## src/verilog/stmr_defs.svh

```systemverilog
`ifndef STMR_DEFS_SVH
`define STMR_DEFS_SVH
// ==========================================================================
// Register addresses
`define STMR_ADDR_CTRL      2'h0
`define STMR_ADDR_LOW       2'h1
`define STMR_ADDR_HIGH      2'h2
`define STMR_ADDR_IRQ       2'h3
// ==========================================================================
// Control field positions
`define STMR_BIT_WIDE       7
`define STMR_BIT_SYSCLK     6
`define STMR_BIT_PS_HI      5
`define STMR_BIT_PS_LO      4
`define STMR_BIT_OSCEN      3
`define STMR_BIT_NOSYNC     2
`define STMR_BIT_CS         1
`define STMR_BIT_RUN        0
// Interrupt register: flag in bit 0, enable in bit 1.
`define STMR_BIT_IRQ_FLAG   0
`define STMR_BIT_IRQ_EN     1
// ==========================================================================
// Reset values and constants
`define STMR_CTRL_RESET     8'h00
`define STMR_BYTE_ZERO      8'h00
`define STMR_CNT_MAX        16'hffff
`define STMR_CNT_ZERO       16'h0000
`define STMR_CNT_ONE        16'h0001
`define STMR_PS_ZERO        3'h0
`define STMR_PS_ONE         3'h1
`define STMR_INSTR_DIV_M1   2'h3
`define STMR_CCP_SPECIAL    4'hb
`endif

```

## src/verilog/stmr_pkg.sv

```systemverilog
package stmr_pkg;
  typedef enum logic [1:0] {
    STMR_PS_1 = 2'h0,
    STMR_PS_2 = 2'h1,
    STMR_PS_4 = 2'h2,
    STMR_PS_8 = 2'h3
  } stmr_ps_t;
endpackage : stmr_pkg

```

## src/verilog/stmr_timer.sv

```systemverilog
// What this block does
// - Control bit 7 set gives buffered 16-bit access; clear gives two byte accesses.
// - Read-only bit 6 reads 1 when system clock comes from secondary oscillator.
// - Bits 5-4 prescale the counter input: 1:1, 1:2, 1:4, 1:8.
// - Control bit 3 enables the secondary oscillator; clear shuts it off.
// - Bit 2 set only drops the trigger reset with external clock; edges stay synchronized; ignored with internal clock.
// - Bit 1 set counts external or oscillator rising edges; clear counts Fosc/4.
// - Control bit 0 starts and stops the counter.
// - Internal source advances once per instruction cycle, ahead of the prescaler.
// - With oscillator enabled, both oscillator pins are inputs and read 0.
// - Count runs 0000h to FFFFh, wraps, and the wrap sets the overflow flag.
// - Overflow flag gives an interrupt request only while its enable is set.
// - Compare mode 1011 special event trigger resets the counter.
// - Trigger-caused reset does not set the overflow flag.
// - Trigger reset is guaranteed only in timer or synchronized counter mode.
// - A software counter write wins over a simultaneous trigger reset.
// - Buffered mode: high address hits buffer; low read copies live high byte.
// - Buffered mode: low write loads high byte from buffer simultaneously.
// - Low byte writes clear the prescaler; high byte writes do not.
// - Enabled secondary oscillator keeps running in all power-managed modes.
//
// The address map and the plain strobed port were left to the implementer.
`include "stmr_defs.svh"
`timescale 1ns/1ps
`default_nettype none
module stmr_timer (
  input  wire logic       i_sys_clk,
  input  wire logic       i_rst_b,
  input  wire logic [1:0] i_addr,
  input  wire logic [7:0] i_wdata,
  input  wire logic       i_wr,
  input  wire logic       i_rd,
  output logic      [7:0] o_rdata,
  input  wire logic       i_ext_count_clock_pin,
  input  wire logic       i_crystal_in_pin,
  input  wire logic       i_osc_sysclk_sel,
  input  wire logic [3:0] i_compare_unit_mode_field,
  input  wire logic       i_compare_match,
  input  wire logic [1:0] i_osc_pin_direction_bits,
  input  wire logic [1:0] i_osc_pin_out_data,
  input  wire logic [1:0] i_osc_pin_in_raw,
  output logic      [1:0] o_osc_pin_oe,
  output logic      [1:0] o_osc_pin_out,
  output logic      [1:0] o_osc_pin_read,
  output logic            o_osc_amp_enable,
  output logic            o_overflow_irq
);
  // ========================================================================
  // State
  typedef struct packed {
    logic [7:0]  ctrl;
    logic [15:0] cnt;
    logic [7:0]  hbuf;
    logic [2:0]  ps;
    logic [1:0]  icyc;
    logic        flag;
    logic        irq_en;
    logic [1:0]  ext_sync;
    logic [1:0]  osc_sync;
    logic [1:0]  pin_sync0;
    logic [1:0]  pin_sync1;
    logic        src_prev;
    logic        sysclk_s0;
    logic        sysclk_s1;
    logic [7:0]  rdata;
    logic        irq;
    logic [1:0]  pin_oe;
    logic [1:0]  pin_out;
    logic [1:0]  pin_read;
  } stmr_state_t;

  stmr_state_t s_q;
  stmr_state_t s_d;

  function automatic logic [2:0] stmr_ps_limit(input logic [1:0] code);
    case (stmr_pkg::stmr_ps_t'(code))
      stmr_pkg::STMR_PS_1: stmr_ps_limit = 3'h0;
      stmr_pkg::STMR_PS_2: stmr_ps_limit = 3'h1;
      stmr_pkg::STMR_PS_4: stmr_ps_limit = 3'h3;
      stmr_pkg::STMR_PS_8: stmr_ps_limit = 3'h7;
      default:             stmr_ps_limit = 3'h0;
    endcase
  endfunction : stmr_ps_limit

  logic       wide;
  logic       oscen;
  logic       ext_sel;
  logic       src_lvl;
  logic       src_rise;
  logic       tick_in;
  logic       tick;
  logic       wr_low;
  logic       wr_high;
  logic       rd_low;
  logic       trig;

  always_comb begin
    s_d = s_q;
    wide = s_q.ctrl[`STMR_BIT_WIDE];
    oscen = s_q.ctrl[`STMR_BIT_OSCEN];
    ext_sel = s_q.ctrl[`STMR_BIT_CS];
    wr_low = i_wr && (i_addr == `STMR_ADDR_LOW);
    wr_high = i_wr && (i_addr == `STMR_ADDR_HIGH);
    rd_low = i_rd && (i_addr == `STMR_ADDR_LOW);
    // Pin synchronisers; only second stages are read.
    s_d.ext_sync = {s_q.ext_sync[0], i_ext_count_clock_pin};
    s_d.osc_sync = {s_q.osc_sync[0], i_crystal_in_pin};
    s_d.pin_sync0 = i_osc_pin_in_raw;
    s_d.pin_sync1 = s_q.pin_sync0;
    s_d.sysclk_s0 = i_osc_sysclk_sel;
    s_d.sysclk_s1 = s_q.sysclk_s0;
    // the amplifier follows only its enable, never a power mode.
    // oscillator replaces the external pin when enabled.
    src_lvl = oscen ? s_q.osc_sync[1] : s_q.ext_sync[1];
    s_d.src_prev = src_lvl;
    src_rise = src_lvl && !s_q.src_prev;
    // the edge is sampled on the system clock in both sync modes; the
    // unsynchronized option only drops the trigger guarantee below.
    // internal source ticks every fourth system clock.
    s_d.icyc = s_q.icyc + 2'h1;
    tick_in = ext_sel ? src_rise : (s_q.icyc == `STMR_INSTR_DIV_M1);
    tick = 1'b0;
    if (s_q.ctrl[`STMR_BIT_RUN] && tick_in) begin
      if (s_q.ps >= stmr_ps_limit(s_q.ctrl[`STMR_BIT_PS_HI:`STMR_BIT_PS_LO])) begin
        s_d.ps = `STMR_PS_ZERO;
        tick = 1'b1;
      end else begin
        s_d.ps = s_q.ps + `STMR_PS_ONE;
      end
    end
    // trigger ignored in asynchronous counter mode.
    trig = i_compare_match && (i_compare_unit_mode_field == `STMR_CCP_SPECIAL) &&
           !(ext_sel && s_q.ctrl[`STMR_BIT_NOSYNC]);
    if (trig) begin
      s_d.cnt = `STMR_CNT_ZERO;
    end else if (tick) begin
      s_d.cnt = s_q.cnt + `STMR_CNT_ONE;
      if (s_q.cnt == `STMR_CNT_MAX) begin
        s_d.flag = 1'b1;
      end
    end
    // software writes come last so they win over the trigger.
    if (wr_low) begin
      s_d.cnt[7:0] = i_wdata;
      s_d.ps = `STMR_PS_ZERO;
      if (wide) begin
        s_d.cnt[15:8] = s_q.hbuf;
      end
    end
    if (wr_high) begin
      if (wide) begin
        s_d.hbuf = i_wdata;
      end else begin
        s_d.cnt[15:8] = i_wdata;
      end
    end
    if (i_wr && (i_addr == `STMR_ADDR_CTRL)) begin
      s_d.ctrl = i_wdata;
      s_d.ctrl[`STMR_BIT_SYSCLK] = 1'b0;
    end
    if (i_wr && (i_addr == `STMR_ADDR_IRQ)) begin
      s_d.irq_en = i_wdata[`STMR_BIT_IRQ_EN];
      // Hardware set wins over software clear only if the flag was clear before.
      s_d.flag = i_wdata[`STMR_BIT_IRQ_FLAG] || (s_d.flag && !s_q.flag);
    end
    // in buffered mode, reading the low byte snapshots the live high byte.
    if (rd_low && wide) begin
      s_d.hbuf = s_q.cnt[15:8];
    end
    s_d.rdata = `STMR_BYTE_ZERO;
    if (i_rd) begin
      case (i_addr)
        `STMR_ADDR_CTRL: begin
          s_d.rdata = s_q.ctrl;
          s_d.rdata[`STMR_BIT_SYSCLK] = s_q.sysclk_s1;
        end
        `STMR_ADDR_LOW:  s_d.rdata = s_q.cnt[7:0];
        `STMR_ADDR_HIGH: s_d.rdata = wide ? s_q.hbuf : s_q.cnt[15:8];
        `STMR_ADDR_IRQ: begin
          s_d.rdata[`STMR_BIT_IRQ_FLAG] = s_q.flag;
          s_d.rdata[`STMR_BIT_IRQ_EN] = s_q.irq_en;
        end
        default: s_d.rdata = `STMR_BYTE_ZERO;
      endcase
    end
    s_d.irq = s_d.flag && s_d.irq_en;
    // oscillator forces pins to inputs reading zero.
    s_d.pin_oe = oscen ? 2'h0 : ~i_osc_pin_direction_bits;
    s_d.pin_out = i_osc_pin_out_data;
    s_d.pin_read = oscen ? 2'h0 : s_q.pin_sync1;
    if (!i_rst_b) begin
      s_d = '0;
      s_d.ctrl = `STMR_CTRL_RESET;
    end
  end

  always_ff @(posedge i_sys_clk) begin
    s_q <= s_d;
  end

  assign o_rdata = s_q.rdata;
  assign o_osc_pin_oe = s_q.pin_oe;
  assign o_osc_pin_out = s_q.pin_out;
  assign o_osc_pin_read = s_q.pin_read;
  assign o_osc_amp_enable = s_q.ctrl[`STMR_BIT_OSCEN];
  assign o_overflow_irq = s_q.irq;
endmodule : stmr_timer
`default_nettype wire

```

## config.mk

```make
export PLATFORM = sky130hd
export DESIGN_NAME = stmr_timer
export DESIGN_NICKNAME = d
export VERILOG_FILES = /design/src/verilog/stmr_pkg.sv /design/src/verilog/stmr_timer.sv
export VERILOG_INCLUDE_DIRS = /design/src /design/src/verilog
export SDC_FILE = /design/constraint.sdc
export NUM_CORES = 1
export LEC_CHECK = 0
export BUFFER_PORTS_ARGS = -buffer_cell sky130_fd_sc_hd__buf_2
export CAP_MARGIN = 30
export CORE_ASPECT_RATIO = 0.7
export CORE_MARGIN = 1.5
export CORE_UTILIZATION = 35
export CTS_CLUSTER_DIAMETER = 200
export DETAILED_ROUTE_END_ITERATION = 8
export HOLD_SLACK_MARGIN = 0.05
export SLEW_MARGIN = 15
export SYNTH_ARGS = -nofsm -noshare
export SYNTH_HDL_FRONTEND = slang
export SYNTH_SLANG_ARGS = --single-unit
```

## constraint.sdc

```tcl
create_clock -name i_sys_clk -period 2.09 [get_ports i_sys_clk]
set_input_delay 0.209 -clock i_sys_clk [delete_from_list [all_inputs] [get_ports i_sys_clk]]
set_output_delay 0.209 -clock i_sys_clk [all_outputs]
set_load 0.02 [all_outputs]
```

Word level (Yosys, flattened, before mapping)
Index checks and enable logic that the tools add are counted.
W data, S select, Z words.
{"block": "totals", "register_bits": 64, "input_bits": 28, "output_inout_bits": 16, "elab_cells": 84}
{"block": "op_classes", "addsub": 3, "order_cmp": 1, "n_eq_ne": 9, "muxes": 23, "bitwise_logic": 2, "reduce_logical": 26}
{"operator": "$mux W8", "n": 7}
{"operator": "$mux W16", "n": 3}
{"operator": "$pmux W6 S3", "n": 1}
{"operator": "$add A16 B1 Y16 const B", "n": 1}
{"operator": "$eq A16 B16 Y1 const B", "n": 1}
{"operator": "$logic_and A1 B1 Y1", "n": 13}
{"operator": "$pmux W3 S4", "n": 1}
{"operator": "$eq A2 B2 Y1 const B", "n": 5}
{"operator": "$pmux W2 S4", "n": 1}
{"operator": "$mux W1", "n": 7}
{"operator": "$mux W3", "n": 2}
{"operator": "$eq A2 B1 Y1 const B", "n": 2}
{"operator": "$eq A4 B4 Y1 const B", "n": 1}
{"operator": "$logic_not A2 Y1", "n": 2}
{"operator": "$reduce_and A2 Y1", "n": 2}
{"operator": "$reduce_bool A2 Y1", "n": 2}
{"operator": "$reduce_or A2 Y1", "n": 2}
{"operator": "$add A3 B1 Y3 const B", "n": 1}
{"operator": "$ge A3 B3 Y1", "n": 1}
{"operator": "$logic_not A1 Y1", "n": 3}
{"operator": "$reduce_bool A3 Y1", "n": 1}
{"operator": "$add A2 B1 Y2 const B", "n": 1}
{"operator": "$mux W2", "n": 1}
{"operator": "$not A2 Y2", "n": 1}
{"operator": "2 further kinds", "n": 2}

Logic depth before layout (Yosys ltp)
{"block": "logic_depth", "ltp_word": 14, "ltp_mapped": 8, "depth_no_buf": 7}

Worst setup path after synthesis
Ideal clock, no wire load.
{"block": "synth_path", "kind": "flip-flop to flip-flop", "startpoint": "reg s_q[61] (netlist name)", "endpoint": "reg s_q[50] (netlist name)", "arrival_time_ns": 1.770, "t_required_ns": 1.968, "path_slack_ns": 0.198, "path_stages_with_launch": 9, "n_path_buf": 1, "path_cell_list": "dfxtp_1 > or2_2 > ha_1 > nor2b_1 > o21a_1 > buf_1 > o31a_1 > o21ai_0 > a21oi_1"}
{"block": "synth_via", "elab_chain_len": 12, "word_cells_on_any_way": 15}
{"element": "start, declared", "line_no": "stmr_timer.sv:72", "source": "stmr_state_t s_q;"}
{"element": "start signal, assigned", "line_no": "stmr_timer.sv:198", "source": "s_q <= s_d;"}
{"element": "$eq A2 B2 Y1 (tied with other cells)", "line_no": "stmr_timer.sv:76", "source": "case (stmr_pkg::stmr_ps_t'(code))"}
{"element": "$pmux W3 S4 (*)", "line_no": "stmr_timer.sv:76"}
{"element": "$mux W3 (*)", "line_no": "stmr_timer.sv:123", "source": "if (s_q.ctrl[`STMR_BIT_RUN] && tick_in) begin"}
{"element": "$ge A3 B3 Y1 (*)", "line_no": "stmr_timer.sv:124", "source": "if (s_q.ps >= stmr_ps_limit(s_q.ctrl[`STMR_BIT_PS_HI:`STMR_BIT_PS_LO])) begin"}
{"element": "$mux W1 (*)", "line_no": "stmr_timer.sv:124"}
{"element": "$mux W1 (*)", "line_no": "stmr_timer.sv:123"}
{"element": "$mux W16 (*)", "line_no": "stmr_timer.sv:136", "source": "end else if (tick) begin"}
{"element": "$mux W16 (*)", "line_no": "stmr_timer.sv:134", "source": "if (trig) begin"}
{"element": "$mux W8", "line_no": "stmr_timer.sv:146", "source": "if (wide) begin"}
{"element": "$mux W16 (*)", "line_no": "stmr_timer.sv:143", "source": "if (wr_low) begin"}
{"element": "$mux W8", "line_no": "stmr_timer.sv:151", "source": "if (wide) begin"}
{"element": "$mux W8 (*)", "line_no": "stmr_timer.sv:150", "source": "if (wr_high) begin"}
Mark *: on every way between the ends. The rest lies on a longest branch, timed or not. The select of a mux whose other input is x is not followed.
A chain may end at the register's enable or synchronous reset.

Final worst setup path
Same ends and word-level chain as after synthesis.

==> flow_summary.toml <==
[critical_path]
slowest_delay_ns = 0.34
r2r_start = "s_q[61]"
critPathCaptureType = "register"
worst_r2r_endpoint = "s_q[50]"
rrSetupSlack_ns = 0.13
start_kind = "register"
worstPathMaxFanout = 9
cp_slowest_cell = "o31a_1"
crit_chain = "or2_2, ha_1, nor2b_1, o21a_1, o31a_1, o21ai_0, a21oi_1"
crit_type = "reg -> reg"
r2r_cells = 7
critPathRequiredTime_ns = 2.31
cp.arrival_ns = 2.18

[worst_hold_path]
hold_class = "in -> reg"
min-delay-start = "i_osc_pin_in_raw[1]"
hold_depth = 2
worstHoldEndpoint = "s_q[21]"

[timing]
hold_ws_ns = 0.0760
tns_ns = 0
max_slew_margin_pct = 61.6
slew_violations = 0
clock_skew_ns = 0.00709
post-route-period-util_pct = 93.9
min_period_ns = 1.96
timing.fmax_mhz = 509
finalHoldViolCount = 0
tightest_slew_ns = 0.572
setup_viol = 0
grt_setup_unrepaired = "false"

[global_routing]
overflow = 0
antenna_found_initial = 0
grt-busiest-layer = "met1"
use_met3_pct = 6.73
grt_start_max_net_pins = 25
met1_usage_pct = 27.7
grt_pass1_vias = 2602
grt_pass1_wl_mm = 14.0
grt_use_met2_pct = 24.4
grt.total_usage_pct = 18.6

[yosys]
syn_area_um2 = 3220
synth_area_per_cell_um2 = 8.76
ys_seq_elements = 64
yosys_warnings = 0
synth_nets = 402
synth.distinct_cells = 54
synthArstFlopShare_pct = 0
ys_dominant_reg_cell = "dfxtp_1"
synth_cells = 368
synth_edf_count = 0
yosysSeqAreaShare_pct = 39.8

[clocking]
cts_tree = "done"
postCtsSetupBuffers = 0
h-tree-depth = 3
cts_buffer_depth = 2
numCtsBuffers = 9
cts.clk_slew.worst_paths_ns = 0.05
cts_root_buf = "clkbuf_16"
clkLatencyLatePin_ns = 0.34
cts.sinks = 64

[final_layout]
nFillCells = 934
regArea_um2 = 1280
postLayoutCellArea_um2 = 3860
area_delta_synth_final_pct = 19.9
layout.nets = 446
final_cell_mix = "dfxtp_1 (64), nor2_1 (45), buf_2 (43)"
multi_input_area_um2 = 1710
diodes = 0
drive_gt1_share_pct = 20.9
instances_no_fill = 541
final_common_cell = "dfxtp_1"

[power]
powerDensity_nw_per_um2 = 800
p_leak_nw = 1.60
max-vdd-ir-drop_uv = 427

[die]
start_util_pct = 35.8
core-area_um2 = 9000
die_y_um = 83.3
die_w_um = 118
pin_count = 44
design.die.area_um2 = 9800
num_rows = 29

[placed_design]
dpl_cell_area_um2 = 3540
io_buffers = 43
dp.cells = 523
gp_congestion = 0.895
hpwl_mm = 6.27

[routing]
ant_nets = 0
drt_wl_total_mm = 8.74
vias = 2886
drtIter0Drc = 243
routedWlPerCell_um = 16.2
vias_per_cell = 5.33
remaining_drc_errors = 0
detail_route.first_pass.iterations = 5

[status]
status = "finished, final reports clean"

[run]
maxCapViolCount = 0
-- cells in the mapped netlist (2+ instances only) --
| library cell | number | area share [%] |
|---|---|---|
| a211oi_1 | 12 | 2.8 |
| a21oi_1 | 19 | 3.0 |
| a22oi_1 | 2 | 0.47 |
| a31oi_1 | 2 | 0.39 |
| and2_1 | 17 | 3.3 |
| and3_1 | 5 | 0.97 |
| and4_1 | 7 | 1.9 |
| buf_2 | 6 | 0.93 |
| buf_4 | 17 | 4.0 |
| clkbuf_1 | 7 | 0.82 |
| dfxtp_1 | 64 | 40 |
| ha_1 | 6 | 2.3 |
| inv_1 | 8 | 0.93 |
| mux2i_1 | 27 | 8.4 |
| nand2_1 | 25 | 2.9 |
| nand2b_1 | 4 | 0.78 |
| nand3_1 | 13 | 2.0 |
| nand3b_1 | 3 | 0.70 |
| nand4_1 | 5 | 0.97 |
| nand4b_1 | 3 | 0.82 |
| nor2_1 | 45 | 5.2 |
| nor2b_1 | 6 | 1.2 |
| nor4_1 | 4 | 0.78 |
| o21ai_0 | 18 | 2.8 |
| o21ai_1 | 3 | 0.47 |
| o22a_1 | 5 | 1.4 |
| o31a_1 | 4 | 1.1 |
| xnor2_1 | 2 | 0.54 |
| xor2_1 | 4 | 1.1 |
-- repair_timing --
action / 4_1_cts / 5_1_grt
gates resized for setup: 0 / 1
hold endpoints to repair: 2 / 0
endpoints found under the setup margin: 0 / 2
hold buffers: 2 / 0
-- metal layers --
metal,routed length [um],part of all wire [%]
met5,0,0
met4,136,1.6
met3,828,9.5
met2,3350,38
met1,4430,51
-- worst max path at each step --
stage	startpoint	to	slack (ns)	depth (start not counted)
floorplan	s_q[61]	s_q[50]	0.20	8
global route	s_q[61]	s_q[50]	0.007	7
CTS	s_q[61]	s_q[50]	0.14	7
global placement	s_q[61]	s_q[50]	0.19	7
detailed placement	s_q[61]	s_q[50]	0.15	7
finish	s_q[61]	s_q[50]	0.13	7
-- critical path: cells and delay by family (launching register included) --
kind                     cells  cell delay (ns)
AO/OA/AOI/OAI                4             0.90
flip-flops                   1             0.33
AND/OR/NAND/NOR              2             0.35
adder cells (fa/ha/maj)      1             0.27
-- final cells by class --
| class | count | area share (%) |
|---|---|---|
| Clock buffer | 13 | 6.73 |
| Clock inverter | 3 | 1.04 |
| Inverter | 8 | 0.777 |
| Multi-Input combinational cell | 264 | 44.3 |
| Sequential cell | 64 | 33.1 |
| Tap cell | 124 | 4.01 |
| Timing Repair Buffer | 65 | 9.97 |
-- power breakdown --
part	internal, W	switching, W
Sequential	0.00127	0.0000377
Combinational	0.000115	0.000159
Clock	0.000984	0.000530
Total	0.00237	0.000727
-- per-stage QoR --
| stage | power, W | worst slack [ns] | utilization, % |
|---|---|---|---|
| finish | 0.00309 | 0.127 | 43.0 |
| global route | 0.00323 | 0.00660 | 43.0 |
| CTS | 0.00313 | 0.141 | 43.0 |
| detailed placement | 0.00160 | 0.152 | 39.4 |
| global placement | 0.00159 | 0.186 | 39.4 |
| floorplan | 0.00149 | 0.198 | - |
-- state kept, by name (all words and copies together) (netlist names) --
name              count
o_rdata               8
o_osc_pin_read        2
s_q                  47
o_osc_amp_enable      1
o_overflow_irq        1
o_osc_pin_out         2
o_osc_pin_oe          2
ext_sel               1
-- cells by family (layout without fill, tap and decap cells) --
family                     Yosys count  after routing  share of synthesized area (%)
and+or+nand+nor                    147            147                           24.1
AOI/OAI and AO/OA                   76             76                           15.6
DFF                                 64             64                           39.8
buffers and inverters               40             89                           7.10
muxes                               29             29                           9.43
adders and majority gates            6              6                           2.33
xor gates and xnor gates             6              6                           1.63
No activity file was read; power rests on OpenSTA's default activity.
